[config.mk]
export PLATFORM = sky130hd
export DESIGN_NAME = capture_input_conditioning
export DESIGN_NICKNAME = d
export VERILOG_FILES = /design/src/capture_input_pkg.sv /design/src/capture_input_conditioning.sv
export SDC_FILE = /design/constraint.sdc
export NUM_CORES = 1
export LEC_CHECK = 0
export BUFFER_PORTS_ARGS = -buffer_cell sky130_fd_sc_hd__buf_2
export CORE_UTILIZATION = 53
export CTS_CLUSTER_DIAMETER = 120
export CTS_CLUSTER_SIZE = 20
export DETAILED_ROUTE_END_ITERATION = 8
export GPL_TIMING_DRIVEN = 0
export PLACE_DENSITY = 0.76
export RECOVER_POWER = 25
export SYNTH_ARGS = -nofsm -noshare
export SYNTH_HDL_FRONTEND = slang
export SYNTH_SLANG_ARGS = --single-unit
[constraint.sdc]
create_clock -name clk_i -period 3.2 [get_ports clk_i]
set_input_delay 0 -clock clk_i [delete_from_list [all_inputs] [get_ports clk_i]]
set_output_delay 0 -clock clk_i [all_outputs]
set_load 0.05 [all_outputs]
[src/capture_input_pkg.sv]
// constants and carrier types for the input-capture front end
`default_nettype none

package capture_input_pkg;

  // register byte offsets on the wishbone bus
  localparam logic [3:0] MODE_OFFSET = 4'h0;
  localparam logic [3:0] CTRL_OFFSET = 4'h4;
  localparam logic [3:0] STATUS_OFFSET = 4'h8;

  // reset values
  localparam logic [15:0] MODE_RESET = 16'h0000;
  localparam logic [2:0] CTRL_RESET = 3'h0;

  // mode register field positions
  localparam int CH2_FILTER_MSB = 15;
  localparam int CH2_FILTER_LSB = 12;
  localparam int CH2_DIVIDER_MSB = 11;
  localparam int CH2_DIVIDER_LSB = 10;
  localparam int CH2_DIR_MSB = 9;
  localparam int CH2_DIR_LSB = 8;
  localparam int CH1_FILTER_MSB = 7;
  localparam int CH1_FILTER_LSB = 4;
  localparam int CH1_DIVIDER_MSB = 3;
  localparam int CH1_DIVIDER_LSB = 2;
  localparam int CH1_DIR_MSB = 1;
  localparam int CH1_DIR_LSB = 0;

  // control register bit positions
  localparam int CTRL_CH1_EN_BIT = 0;
  localparam int CTRL_CH2_EN_BIT = 1;
  localparam int CTRL_TRIG_INT_BIT = 2;

  // direction select codes
  localparam logic [1:0] DIR_OUTPUT = 2'h0;
  localparam logic [1:0] DIR_OWN_INPUT = 2'h1;
  localparam logic [1:0] DIR_NEIGHBOUR = 2'h2;
  localparam logic [1:0] DIR_TRIGGER = 2'h3;

  // filter lengths in samples
  localparam logic [3:0] FILT_N2 = 4'h2;
  localparam logic [3:0] FILT_N4 = 4'h4;
  localparam logic [3:0] FILT_N5 = 4'h5;
  localparam logic [3:0] FILT_N6 = 4'h6;
  localparam logic [3:0] FILT_N8 = 4'h8;

  // sampling clock division, as a power of two
  localparam logic [2:0] RATE_DIV1 = 3'h0;
  localparam logic [2:0] RATE_DIV2 = 3'h1;
  localparam logic [2:0] RATE_DIV4 = 3'h2;
  localparam logic [2:0] RATE_DIV8 = 3'h3;
  localparam logic [2:0] RATE_DIV16 = 3'h4;
  localparam logic [2:0] RATE_DIV32 = 3'h5;

  // default division from kernel clock to dead-time/sampling clock
  localparam int DTS_DIV_DEFAULT = 1;

  // one channel's configuration byte
  typedef struct packed {
    logic [3:0] filter;
    logic [1:0] divider;
    logic [1:0] dir;
  } chan_cfg_type;

  // the whole mode register, channel 2 in the upper byte
  typedef struct packed {
    chan_cfg_type ch2;
    chan_cfg_type ch1;
  } mode_reg_type;

endpackage

`default_nettype wire

[src/capture_input_conditioning.sv]
// input routing, digital filter and event prescaler for capture channels 1 and 2
// Behaviour
// - channel-2 direction: 00 output, 01 own pin, 10 input one, 11 trigger
// - channel-2 trigger route works only while an internal trigger is selected
// - channel-2 direction writes take effect only while channel 2 is disabled
// - channel-1 filter code sets sample rate and length; output moves after N samples
// - filter code 0000 means no filter, sampling at the dead-time clock
// - codes 0001..0011 sample at kernel clock with N of 2, 4, 8
// - codes 0100..1001 sample at dts/2, /4, /8 with N of 6 then 8
// - codes 1010..1111 sample at dts/16 and /32 with N of 5, 6, 8
// - channel-1 prescaler captures every rising edge, or every 2, 4, 8 events
// - channel-1 prescaler clears while channel 1 is disabled
// - channel-1 direction: 00 output, 01 input one, 10 input two, 11 trigger
// - channel-1 trigger route works only while an internal trigger is selected
// - channel-1 direction writes take effect only while channel 1 is disabled
// - channel-2 filter field sits at bits 15 to 12
// - channel-2 prescaler field sits at bits 11 to 10
`timescale 1ns/100ps
`default_nettype none

module capture_input_conditioning
  import capture_input_pkg::*;
#(
  parameter int DTS_DIV = DTS_DIV_DEFAULT
) (
  input wire logic clk_i,
  input wire logic rst_i,
  input wire logic wb_cyc_i,
  input wire logic wb_stb_i,
  input wire logic wb_we_i,
  input wire logic [3:0] wb_adr_i,
  input wire logic [3:0] wb_sel_i,
  input wire logic [31:0] wb_dat_i,
  output logic [31:0] wb_dat_o,
  output logic wb_ack_o,
  input wire logic timer_input_one_i,
  input wire logic timer_input_two_i,
  input wire logic trigger_controller_signal_i,
  output logic chan1_capture_path_o,
  output logic chan2_capture_path_o,
  output logic chan1_capture_o,
  output logic chan2_capture_o,
  output logic chan1_is_input_o,
  output logic chan2_is_input_o
);

  // filter length per code
  function automatic logic [3:0] filter_len(input logic [3:0] code);
    case (code)
      4'h1: filter_len = FILT_N2;
      4'h2: filter_len = FILT_N4;
      4'h4, 4'h6, 4'h8, 4'hb, 4'he: filter_len = FILT_N6;
      4'ha, 4'hd: filter_len = FILT_N5;
      4'h0: filter_len = 4'h1;
      default: filter_len = FILT_N8;
    endcase
  endfunction

  // sampling division of the dead-time clock per code
  function automatic logic [2:0] filter_rate(input logic [3:0] code);
    case (code)
      4'h4, 4'h5: filter_rate = RATE_DIV2;
      4'h6, 4'h7: filter_rate = RATE_DIV4;
      4'h8, 4'h9: filter_rate = RATE_DIV8;
      4'ha, 4'hb, 4'hc: filter_rate = RATE_DIV16;
      4'hd, 4'he, 4'hf: filter_rate = RATE_DIV32;
      default: filter_rate = RATE_DIV1;
    endcase
  endfunction

  // input selection for one channel
  function automatic logic route(input logic [1:0] dir, input logic own, input logic nb,
                                 input logic trigger_controller_signal, input logic trig_int);
    case (dir)
      DIR_OWN_INPUT: route = own;
      DIR_NEIGHBOUR: route = nb;
      DIR_TRIGGER: route = trigger_controller_signal & trig_int;
      default: route = 1'b0;
    endcase
  endfunction

  mode_reg_type mode;
  logic [2:0] ctrl;
  chan_cfg_type cfg [2];
  logic [1:0] en;
  logic trig_int;
  logic [2:0] sync1;
  logic [2:0] sync2;
  logic [1:0] pin_level;
  logic [$clog2(DTS_DIV + 1)-1:0] dts_cnt;
  logic dts_tick;
  logic [4:0] rate_cnt;
  logic [1:0] sample_tick;
  logic [1:0] filt;
  logic [3:0] fcnt [2];
  logic [1:0] path;
  logic [1:0] path_prev;
  logic [1:0] event_seen;
  logic [2:0] presc_cnt [2];
  logic [1:0] capture;
  logic bus_req;
  logic mode_write;
  logic ctrl_write;

  assign cfg[0] = mode.ch1;
  assign cfg[1] = mode.ch2;
  assign en = {ctrl[CTRL_CH2_EN_BIT], ctrl[CTRL_CH1_EN_BIT]};
  assign trig_int = ctrl[CTRL_TRIG_INT_BIT];
  assign bus_req = wb_cyc_i && wb_stb_i && !wb_ack_o;
  assign mode_write = bus_req && wb_we_i && wb_adr_i == MODE_OFFSET;
  assign ctrl_write = bus_req && wb_we_i && wb_adr_i == CTRL_OFFSET;

  // wishbone answer one cycle after the request
  always_ff @(posedge clk_i) begin
    if (rst_i) begin
      wb_ack_o <= 1'b0;
    end else begin
      wb_ack_o <= bus_req;
    end
  end

  // read data, unmapped offsets read zero
  always_ff @(posedge clk_i) begin
    if (rst_i) begin
      wb_dat_o <= 32'h0000_0000;
    end else if (bus_req && !wb_we_i) begin
      case (wb_adr_i)
        MODE_OFFSET: wb_dat_o <= {16'h0000, mode};
        CTRL_OFFSET: wb_dat_o <= {29'h0000_0000, ctrl};
        STATUS_OFFSET: wb_dat_o <= {24'h00_0000, capture, path, filt, pin_level};
        default: wb_dat_o <= 32'h0000_0000;
      endcase
    end
  end

  // mode register, byte lanes per channel
  always_ff @(posedge clk_i) begin
    if (rst_i) begin
      mode <= MODE_RESET;
    end else if (mode_write) begin
      if (wb_sel_i[0]) begin
        mode.ch1.filter <= wb_dat_i[CH1_FILTER_MSB:CH1_FILTER_LSB];
        mode.ch1.divider <= wb_dat_i[CH1_DIVIDER_MSB:CH1_DIVIDER_LSB];
        if (!en[0]) begin
          mode.ch1.dir <= wb_dat_i[CH1_DIR_MSB:CH1_DIR_LSB];
        end
      end
      if (wb_sel_i[1]) begin
        mode.ch2.filter <= wb_dat_i[CH2_FILTER_MSB:CH2_FILTER_LSB];
        mode.ch2.divider <= wb_dat_i[CH2_DIVIDER_MSB:CH2_DIVIDER_LSB];
        if (!en[1]) begin
          mode.ch2.dir <= wb_dat_i[CH2_DIR_MSB:CH2_DIR_LSB];
        end
      end
    end
  end

  // control register: enables and internal trigger select
  always_ff @(posedge clk_i) begin
    if (rst_i) begin
      ctrl <= CTRL_RESET;
    end else if (ctrl_write && wb_sel_i[0]) begin
      ctrl <= wb_dat_i[2:0];
    end
  end

  // three-stage pin synchronisers, level taken when stages two and three agree
  always_ff @(posedge clk_i) begin
    if (rst_i) begin
      sync1 <= 3'h0;
      sync2 <= 3'h0;
      pin_level <= 2'h0;
    end else begin
      sync1 <= {sync1[1:0], timer_input_one_i};
      sync2 <= {sync2[1:0], timer_input_two_i};
      if (sync1[1] == sync1[2]) begin
        pin_level[0] <= sync1[2];
      end
      if (sync2[1] == sync2[2]) begin
        pin_level[1] <= sync2[2];
      end
    end
  end

  // dead-time clock tick and rate counter
  always_ff @(posedge clk_i) begin
    if (rst_i) begin
      dts_cnt <= '0;
      rate_cnt <= 5'h00;
    end else begin
      if (dts_tick) begin
        rate_cnt <= 5'(rate_cnt + 5'h01);
      end
      if (int'(dts_cnt) == DTS_DIV - 1) begin
        dts_cnt <= '0;
      end else begin
        dts_cnt <= ($bits(dts_cnt))'(dts_cnt + 1'b1);
      end
    end
  end

  assign dts_tick = dts_cnt == '0;

  // sampling strobe per channel
  always_comb begin
    for (int c = 0; c < 2; c++) begin
      if (cfg[c].filter inside {4'h1, 4'h2, 4'h3}) begin
        sample_tick[c] = 1'b1;
      end else begin
        sample_tick[c] = dts_tick &&
          ((rate_cnt & 5'((6'h01 << filter_rate(cfg[c].filter)) - 6'h01)) == 5'h00);
      end
    end
  end

  // digital filter, one per timer input
  always_ff @(posedge clk_i) begin
    if (rst_i) begin
      filt <= 2'h0;
      fcnt[0] <= 4'h0;
      fcnt[1] <= 4'h0;
    end else begin
      for (int c = 0; c < 2; c++) begin
        if (sample_tick[c]) begin
          if (cfg[c].filter == 4'h0) begin
            filt[c] <= pin_level[c];
            fcnt[c] <= 4'h0;
          end else if (pin_level[c] == filt[c]) begin
            fcnt[c] <= 4'h0;
          end else if (4'(fcnt[c] + 4'h1) >= filter_len(cfg[c].filter)) begin
            filt[c] <= pin_level[c];
            fcnt[c] <= 4'h0;
          end else begin
            fcnt[c] <= 4'(fcnt[c] + 4'h1);
          end
        end
      end
    end
  end

  // capture path routing
  always_ff @(posedge clk_i) begin
    if (rst_i) begin
      path <= 2'h0;
      path_prev <= 2'h0;
    end else begin
      path[0] <= route(cfg[0].dir, filt[0], filt[1], trigger_controller_signal_i, trig_int);
      path[1] <= route(cfg[1].dir, filt[1], filt[0], trigger_controller_signal_i, trig_int);
      path_prev <= path;
    end
  end

  assign event_seen = path & ~path_prev;

  // event prescaler per channel
  always_ff @(posedge clk_i) begin
    if (rst_i) begin
      presc_cnt[0] <= 3'h0;
      presc_cnt[1] <= 3'h0;
      capture <= 2'h0;
    end else begin
      for (int c = 0; c < 2; c++) begin
        capture[c] <= 1'b0;
        if (!en[c] || cfg[c].dir == DIR_OUTPUT) begin
          presc_cnt[c] <= 3'h0;
        // capture once per 1, 2, 4 or 8 events
        end else if (event_seen[c]) begin
          if (presc_cnt[c] >= 3'((4'h1 << cfg[c].divider) - 4'h1)) begin
            presc_cnt[c] <= 3'h0;
            capture[c] <= 1'b1;
          end else begin
            presc_cnt[c] <= 3'(presc_cnt[c] + 3'h1);
          end
        end
      end
    end
  end

  assign chan1_capture_path_o = path[0];
  assign chan2_capture_path_o = path[1];
  assign chan1_capture_o = capture[0];
  assign chan2_capture_o = capture[1];
  assign chan1_is_input_o = cfg[0].dir != DIR_OUTPUT;
  assign chan2_is_input_o = cfg[1].dir != DIR_OUTPUT;
endmodule

`default_nettype wire

==> results of run 1 <==
-- how the worst min path moves through the flow --
stage                 startpoint            to  slack (ps)  cells after the start
6_report             wb_adr_i[2]       cfg[12]          50                      4
3_3_place_gp   timer_input_two_i      sync2[0]         210                      2
2_1_floorplan              rst_i  path_prev[0]          80                      1
4_1_cts              wb_adr_i[2]       cfg[12]          50                      4
5_1_grt              wb_adr_i[2]       cfg[12]          60                      4
3_5_place_dp   timer_input_two_i      sync2[0]         220                      2
-- cells by family (layout without fill, tap and decap cells) --
kind of cell	Yosys count	count (layout)	share of synthesized area (%)
mux	22	22	5.25
other cells	1	17	0.0870
compound gates	93	93	13.8
xor+xnor	13	13	2.64
simple gates	160	160	19.2
buf+inv	60	146	7.37
fa+ha+maj	29	29	8.42
flops	86	86	43.2
-- stage by stage --
stage | setup slack, ps | area, sq um
after CTS | 330 | 5140
after global routing | 155 | 5110
after detailed placement | 345 | 4750
after global placement | 444 | 4750
after floorplan | 659 | 4370
final | 418 | 5110
-- cells in the final DEF, fill, tap and decap left out, types with 3 or more instances in the layout --
| cell type | instances |
|---|---|
| nand4_1 | 6 |
| dfxtp_1 | 72 |
| a22oi_1 | 16 |
| o21ai_0 | 20 |
| a21oi_1 | 25 |
| nand2b_1 | 8 |
| o21ai_1 | 3 |
| buf_4 | 16 |
| xnor2_1 | 8 |
| conb_1 | 17 |
| nand3b_1 | 4 |
| nor2_1 | 60 |
| mux2_2 | 5 |
| clkinvlp_4 | 3 |
| buf_6 | 4 |
| or2_2 | 5 |
| o31ai_1 | 6 |
| mux2i_1 | 17 |
| ha_1 | 29 |
| dlygate4sd3_1 | 19 |
| nor2b_1 | 18 |
| o22ai_1 | 3 |
| edfxtp_1 | 14 |
| inv_1 | 26 |
| nand2_1 | 26 |
| xor2_1 | 5 |
| nand3_1 | 13 |
| clkbuf_8 | 9 |
| a21o_1 | 7 |
| clkbuf_1 | 37 |
| buf_2 | 28 |
-- worst register-to-register path: cells and delay by family (launching register included) --
kind | cells | cell delay, ps
AND/OR/NAND/NOR | 3 | 940
buffers and inverters | 3 | 470
flip-flops | 1 | 350
AO/OA/AOI/OAI | 2 | 330
adder cells (fa/ha/maj) | 1 | 320
multiplexers | 1 | 260
-- metal layers --
| metal | up-vias | track usage (%) | part of all wire (%) |
|---|---|---|---|
| li1 | 1769 | - | - |
| met1 | 1635 | 30.7 | 48 |
| met2 | 102 | 37.4 | 47 |
| met3 | 15 | 3.32 | 4.2 |
| met4 | 0 | 9.51 | 1.6 |
| met5 | - | 0 | 0 |
-- timing repair --
item / 4_1_cts / 5_1_grt
hold buffers: 19 / 0
endpoints found under the hold margin: 19 / 0
setup endpoints to repair: 0 / 1
gates resized for setup: 0 / 1
-- final cells by class --
type	instances	area share (%)
Clock buffer	11	2.57
Sequential cell	86	36.4
Clock inverter	5	1.20
Timing Repair Buffer	70	8.13
Multi-Input combinational cell	334	43.0
Buffer	33	4.21
Inverter	27	1.98
Tap cell	102	2.50
-- power by group --
part	switching (W)	internal [W]	leakage, nW
logic	0.000114	0.0000735	1.21
registers	0.0000115	0.00111	0.745
clock network	0.000384	0.000362	0.0858
total	0.000510	0.00154	2.04
==> flow_metrics.tcl, run 1 <==
set metrics [dict create \
    multi_input_area_sq_mm 0.00219 \
    clock.fmax_ghz 0.359 \
    slowest_stage "nand3_1" \
    seq_area_sq_mm 0.00186 \
    drtIter0Drc 229 \
    critical_path_cell_count 10 \
    syn_avg_cell_area_sq_um 9.29 \
    drt-pass1-iter-count 4 \
    max_stage_delay_ps 390 \
    ys_warn_count 0 \
    ys.flop_type "dfxtp_1" \
    wl_um 9130 \
    async_reset_ff_share_pct 0 \
    hold_class "in2reg" \
    nFillCells 638 \
    p_leak_nw 2.04 \
    grt_pass1_vias 3288 \
    antenna_found_initial 0 \
    start_util_pct 55.2 \
    crit_top_cell "inv_1" \
    setup_viol 0 \
    grt_first_pass_wirelength_um 15200 \
    cts_tree "done" \
    worst_slew_pin_slew_ps 818 \
    clkLatencyLatePin_ps 370 \
    p_per_area_mw_per_mm2 402 \
    area_delta_synth_final_pct 18.5 \
    ys_seq_area_share_pct 43.2 \
    vias 3521 \
    layout-drive-gt1-share_pct 14.8 \
    status "complete, no violations" \
    cts_setup_buffers 0 \
    finalPower_w 0.00205 \
    syn_inst 464 \
    rsz0062_at_grt "false" \
    grt.overflow.total 0 \
    num_rows 32 \
    grt_usage_pct 23.0 \
    wl_per_cell_um 13.7 \
    path_clk_slew_ps 80 \
    synthMostInstantiatedCell "dfxtp_1" \
    io_buffers 51 \
    worst_hold_slack_ps 54.4 \
    antenna_cells 0 \
    final_cells 668 \
    ys_seq_elements 86 \
    final_nets 638 \
    synth_top_area_cell "dfxtp_1" \
    drv_slew 0 \
    h-tree-depth 3 \
    fin_skew_ps 15.0 \
    path_cells "and4b_1 > clkbuf_1 > nand3_1 > mux2i_1 > nor2_2 > inv_1 > ha_1 > inv_1 > a21boi_0 > a21oi_1" \
    synth_edf_count 14 \
    synth_area_leaders "dfxtp_1 33%, edfxtp_1 9.8%, ha_1 8.4%, nor2_1 5.3%, mux2i_1 3.9%" \
    arrival_ps 3030 \
    rr_startpoint "wb_ack_o" \
    cts.sinks 86 \
    r2r_cells 10 \
    startpoint "wb_ack_o" \
    grt_max_degree 16 \
    yosysTopAreaCellShare_pct 33.4 \
    regToRegSetupSlack_ps 420 \
    die_y_um 92.2 \
    post-route-min-period_ps 2780 \
    core_area_sq_mm 0.00781 \
    required_ps 3450 \
    worst-path-max-fanout 8 \
    cp_num_buf_inv 3 \
    critPathCaptureType "register" \
    final_antenna_net_count 0 \
    path_delay_family "simple AND/OR/NAND/NOR gates" \
    dieWidth_um 92.2 \
    post-dp-hpwl_um 6820 \
    syn_area_sq_mm 0.00431 \
    numCtsBuffers 9 \
    die_area_sq_mm 0.00850 \
    viasPerCell 5.27 \
    peakVddDrop_mv 0.201 \
    ioPinCount 87 \
    finalHoldViolCount 0 \
    final.period_utilization_pct 86.9 \
    synthTopCellsByCount "72 x dfxtp_1, 61 x nor2_1, 29 x ha_1" \
    cts_root_buf "clkbuf_8" \
    dp_cells 633 \
    ys_types 55 \
    setup.worst_path.class "reg2reg" \
    fin_util_pct 65.4 \
    clock_path_buffers 2 \
    place_congestion 0.879 \
    cap_violations 0 \
    drcViolationCount 0 \
    tns_ps 0 \
    maxSlewHeadroom_pct 44.9 \
    start_kind "register" \
]
No activity file was read; power rests on OpenSTA's default activity.
==> run 2: changes to the inputs <==
--- a/config.mk
+++ b/config.mk
@@ -7,6 +7,7 @@
 export LEC_CHECK = 0
 export BUFFER_PORTS_ARGS = -buffer_cell sky130_fd_sc_hd__buf_2
 export CORE_UTILIZATION = 53
+export CTS_BUF_LIST = sky130_fd_sc_hd__clkbuf_4 sky130_fd_sc_hd__clkbuf_8 sky130_fd_sc_hd__clkbuf_16
 export CTS_CLUSTER_DIAMETER = 120
 export CTS_CLUSTER_SIZE = 20
 export DETAILED_ROUTE_END_ITERATION = 8
==> run 2 against run 1 <==
  * Sequential power is essentially flat
  * Worst setup slack better by 4.9 ps
  * Non-clock buffer count did not move
  * Sequential share of layout area shrank 0.053 points
  * Largest power group unchanged
  * Highest routed layer unchanged
==> flow_metrics.tcl, run 2 (synthesized netlist as in run 1, its figures left out) <==
set metrics [dict create \
    status "complete, no violations" \
    cts_root_buf "clkbuf_8" \
    clock_path_buffers 2 \
    regToRegSetupSlack_ps 420 \
    start_util_pct 55.2 \
    final_cell_mix "72 x dfxtp_1, 60 x nor2_1, 35 x clkbuf_1" \
    vias 3509 \
    drv_slew 0 \
    num_rows 32 \
    final.period_utilization_pct 86.8 \
    drtIter0Drc 241 \
    place_area_sq_mm 0.00475 \
    rsz0062_at_grt "false" \
    core_area_sq_mm 0.00781 \
    grt_max_degree 16 \
    io_buffers 51 \
    path_clk_slew_ps 90 \
    wl_um 9100 \
    final_area_sq_mm 0.00512 \
    cts_tree "done" \
    place_congestion 0.879 \
    final_common_cell "dfxtp_1" \
    grt_pass1_vias 3287 \
    post-route-min-period_ps 2780 \
    antenna_found_initial 0 \
    layout-drive-gt1-share_pct 15.2 \
    dieWidth_um 92.2 \
    antenna_cells 0 \
    critPathCaptureType "register" \
    grt_usage_pct 23.0 \
    grt.overflow.total 0 \
    drt-pass1-iter-count 4 \
    cts.sinks 86 \
    viasPerCell 5.25 \
    clkLatencyLatePin_ps 370 \
    hold_class "in2reg" \
    final_antenna_net_count 0 \
    ioPinCount 87 \
    start_kind "register" \
    final_nets 638 \
    clock.fmax_ghz 0.360 \
    fin_skew_ps 14.0 \
    finalHoldViolCount 0 \
    die_area_sq_mm 0.00850 \
    grt_first_pass_wirelength_um 15200 \
    required_ps 3450 \
    area_delta_synth_final_pct 18.7 \
    worst_slew_pin_slew_ps 830 \
    die_y_um 92.2 \
    setup_viol 0 \
    worst-path-max-fanout 8 \
    wl_per_cell_um 13.6 \
    post-dp-hpwl_um 6820 \
    drcViolationCount 0 \
    cap_violations 0 \
    peakVddDrop_mv 0.202 \
    numCtsBuffers 9 \
    worst_hold_slack_ps 49.7 \
    arrival_ps 3020 \
    p_per_area_mw_per_mm2 405 \
    setup.worst_path.class "reg2reg" \
    h-tree-depth 3 \
    maxSlewHeadroom_pct 44.1 \
    p_leak_nw 2.05 \
    tns_ps 0 \
]
[run 2: cell counts in the layout (fill, tap and decap cells not counted)]
No cell type changed its count.
[run 2: worst paths after layout]
path,start,endpoint,depth (start not counted)
setup / recovery,wb_ack_o,register,10
hold / removal,trigger_controller_signal_i,path[1],5
setup reg to reg,wb_ack_o,register,10
hold reg to reg,sync2[2],pin_level[1],2
[run 2: metal layers]
metal	part of all wire, %	GRT usage (%)	vias to the layer above	wire [um]
li1	-	-	1768	-
met1	47	30.7	1629	4290
met2	47	37.4	97	4270
met3	4.4	3.07	15	401
met4	1.6	9.51	0	142
met5	0	0	-	0
[run 2: critical path: stages, from the launching register on]
cell	delay, ps
dfxtp_1	340
and4b_1	280
clkbuf_1	300
nand3_1	390
mux2i_1	260
nor2_2	260
inv_1	130
ha_1	320
inv_1	40
a21boi_0	230
a21oi_1	110
[run 2: metrics by stage]
stage	total power [W]	cells	util [%]	setup WS (ps)
floorplan	0.00127	480	-	659
global route	0.00215	668	65.5	153
finish	0.00207	668	65.5	423
CTS	0.00207	668	65.9	326
global placement	0.00131	633	60.9	444
detailed placement	0.00131	633	60.9	345
[run 2: layout make-up]
| class | count | area, sq um |
|---|---|---|
| Inverter | 27 | 101 |
| Clock buffer | 11 | 139 |
| Buffer | 33 | 215 |
| Tap cell | 102 | 128 |
| Fill cell | 636 | 2690 |
| Multi-Input combinational cell | 334 | 2190 |
| Sequential cell | 86 | 1860 |
| Timing Repair Buffer | 70 | 415 |
| Clock inverter | 5 | 61.3 |
[run 2: what timing repair did]
item	CTS	global route
hold endpoints to repair	19	0
hold buffers	19	0
buffers inserted	0	0
resized for setup	0	1
endpoints found under the setup margin	0	1
[run 2: where the power goes]
group / internal (W) / total [W] / switching [W]
clock network: 0.000379 / 0.000764 / 0.000385
logic: 0.0000735 / 0.000188 / 0.000114
registers: 0.00111 / 0.00112 / 0.0000114
==> run 3: changes to the inputs <==
==> constraint.sdc (replaced) <==
create_clock -name clk_i -period 3.2 [get_ports clk_i]
set_input_delay 0.32 -clock clk_i [delete_from_list [all_inputs] [get_ports clk_i]]
set_output_delay 0.32 -clock clk_i [all_outputs]
set_load 0.05 [all_outputs]
==> run 3 against run 2 <==
  * Die area is the same
  * Cell count is 2.8% lower
  * Critical path type unchanged
  * Routed wire length fell by 2.0%
==> flow_metrics.tcl, run 3 (synthesized netlist as in run 1, its figures left out) <==
set metrics [dict create \
    drt-pass1-iter-count 5 \
    antenna_found_initial 0 \
    regToRegSetupSlack_ps 410 \
    peakVddDrop_mv 0.197 \
    critPathCaptureType "register" \
    p_leak_nw 1.98 \
    io_buffers 51 \
    start_util_pct 55.2 \
    antenna_cells 0 \
    nFillCells 657 \
    die_area_sq_mm 0.00850 \
    cts_tree "done" \
    finalHoldViolCount 0 \
    wl_um 8920 \
    grt_usage_pct 22.6 \
    rr_startpoint "wb_ack_o" \
    grt_pass1_vias 3173 \
    numCtsBuffers 9 \
    vias 3426 \
    final.period_utilization_pct 87.1 \
    status "complete, no violations" \
    die_y_um 92.2 \
    clock_path_buffers 2 \
    holdBufCountCts 0 \
    r2r_cells 10 \
    start_kind "register" \
    setup_viol 0 \
    h-tree-depth 3 \
    ioPinCount 87 \
    clock.fmax_ghz 0.359 \
    cts_root_buf "clkbuf_8" \
    clkLatencyLatePin_ps 360 \
    post-route-min-period_ps 2790 \
    cts.sinks 86 \
    place_congestion 0.879 \
    worst_hold_slack_ps 178 \
    p_per_area_mw_per_mm2 416 \
    final_antenna_net_count 0 \
    arrival_ps 3030 \
    core_area_sq_mm 0.00781 \
    fin_skew_ps 14.8 \
    maxSlewHeadroom_pct 44.4 \
    drtIter0Drc 197 \
    hold_class "in2reg" \
    final_cell_mix "72 x dfxtp_1, 60 x nor2_1, 33 x clkbuf_1" \
    rsz0062_at_grt "false" \
    worst-path-max-fanout 8 \
    worst_slew_pin_slew_ps 827 \
    drcViolationCount 0 \
    drv_slew 0 \
    startpoint "wb_ack_o" \
    required_ps 3440 \
    final_nets 619 \
    tns_ps 0 \
    grt.overflow.total 0 \
    num_rows 32 \
    post-dp-hpwl_um 6820 \
    grt_first_pass_wirelength_um 14900 \
    cap_violations 0 \
    viasPerCell 5.28 \
    setup.worst_path.class "reg2reg" \
    path_clk_slew_ps 80 \
    final_common_cell "dfxtp_1" \
    wl_per_cell_um 13.7 \
    dieWidth_um 92.2 \
    area_delta_synth_final_pct 14.3 \
    layout-drive-gt1-share_pct 16.1 \
    grt_max_degree 16 \
]
-- run 3: how the worst min path moves through the flow --
stage                    to  slack (ps)  depth (start not counted)               from
5_1_grt            sync1[0]         200                          2  timer_input_one_i
4_1_cts            sync2[0]         170                          2  timer_input_two_i
3_3_place_gp   pin_level[1]         440                          2           sync2[2]
2_1_floorplan  path_prev[0]         400                          1              rst_i
6_report           sync2[0]         180                          2  timer_input_two_i
3_5_place_dp   pin_level[1]         450                          2           sync2[2]
-- run 3: routing by layer --
metal | global-route usage [%] | wire length (um) | vias to the layer above | share of wire (%)
met1 | 30.5 | 4190 | 1580 | 47
met4 | 9.51 | 95 | 0 | 1.1
li1 | - | - | 1729 | -
met5 | 0 | 0 | - | 0
met3 | 3.32 | 432 | 8 | 4.8
met2 | 36.0 | 4200 | 109 | 47
-- run 3: metrics by stage --
stage / util [%] / total power, W / worst slack [ps] / instances / instance area (sq um)
after floorplan: - / 0.00127 / 659 / 480 / 4370
after global placement: 60.9 / 0.00131 / 371 / 633 / 4750
after detailed placement: 60.9 / 0.00131 / 281 / 633 / 4750
after CTS: 63.5 / 0.00206 / 326 / 649 / 4950
after global routing: 63.1 / 0.00213 / 151 / 649 / 4930
final: 63.1 / 0.00205 / 414 / 649 / 4930
-- run 3: final cells by class --
| cell class | count | area [sq um] | area share, % |
|---|---|---|---|
| inverters | 27 | 101 | 2.06 |
| multi-input cells | 334 | 2190 | 44.5 |
| flip-flops and latches | 86 | 1860 | 37.8 |
| repair buffers | 51 | 228 | 4.62 |
| well taps | 102 | 128 | 2.59 |
| plain buffers | 33 | 215 | 4.37 |
| clock inverters | 5 | 61.3 | 1.24 |
| clock buffers | 11 | 139 | 2.82 |
-- run 3: critical path, stage by stage, from the launching register on --
cell and delay (ps):
dfxtp_1 350, and4b_1 280, clkbuf_1 290, nand3_1 390, mux2i_1 260, nor2_2 260, inv_1 130, ha_1 320
inv_1 40, a21boi_0 230, a21oi_1 100
-- run 3: repair_timing --
action / 4_1_cts / 5_1_grt
setup buffers: 0 / 0
resized for setup: 0 / 1
setup endpoints to repair: 0 / 1
-- run 3: power breakdown --
part / internal (W) / leakage [nW] / switching, W
registers: 0.00111 / 0.745 / 0.0000115
clock network: 0.000379 / 0.0926 / 0.000379
logic: 0.0000593 / 1.15 / 0.000112
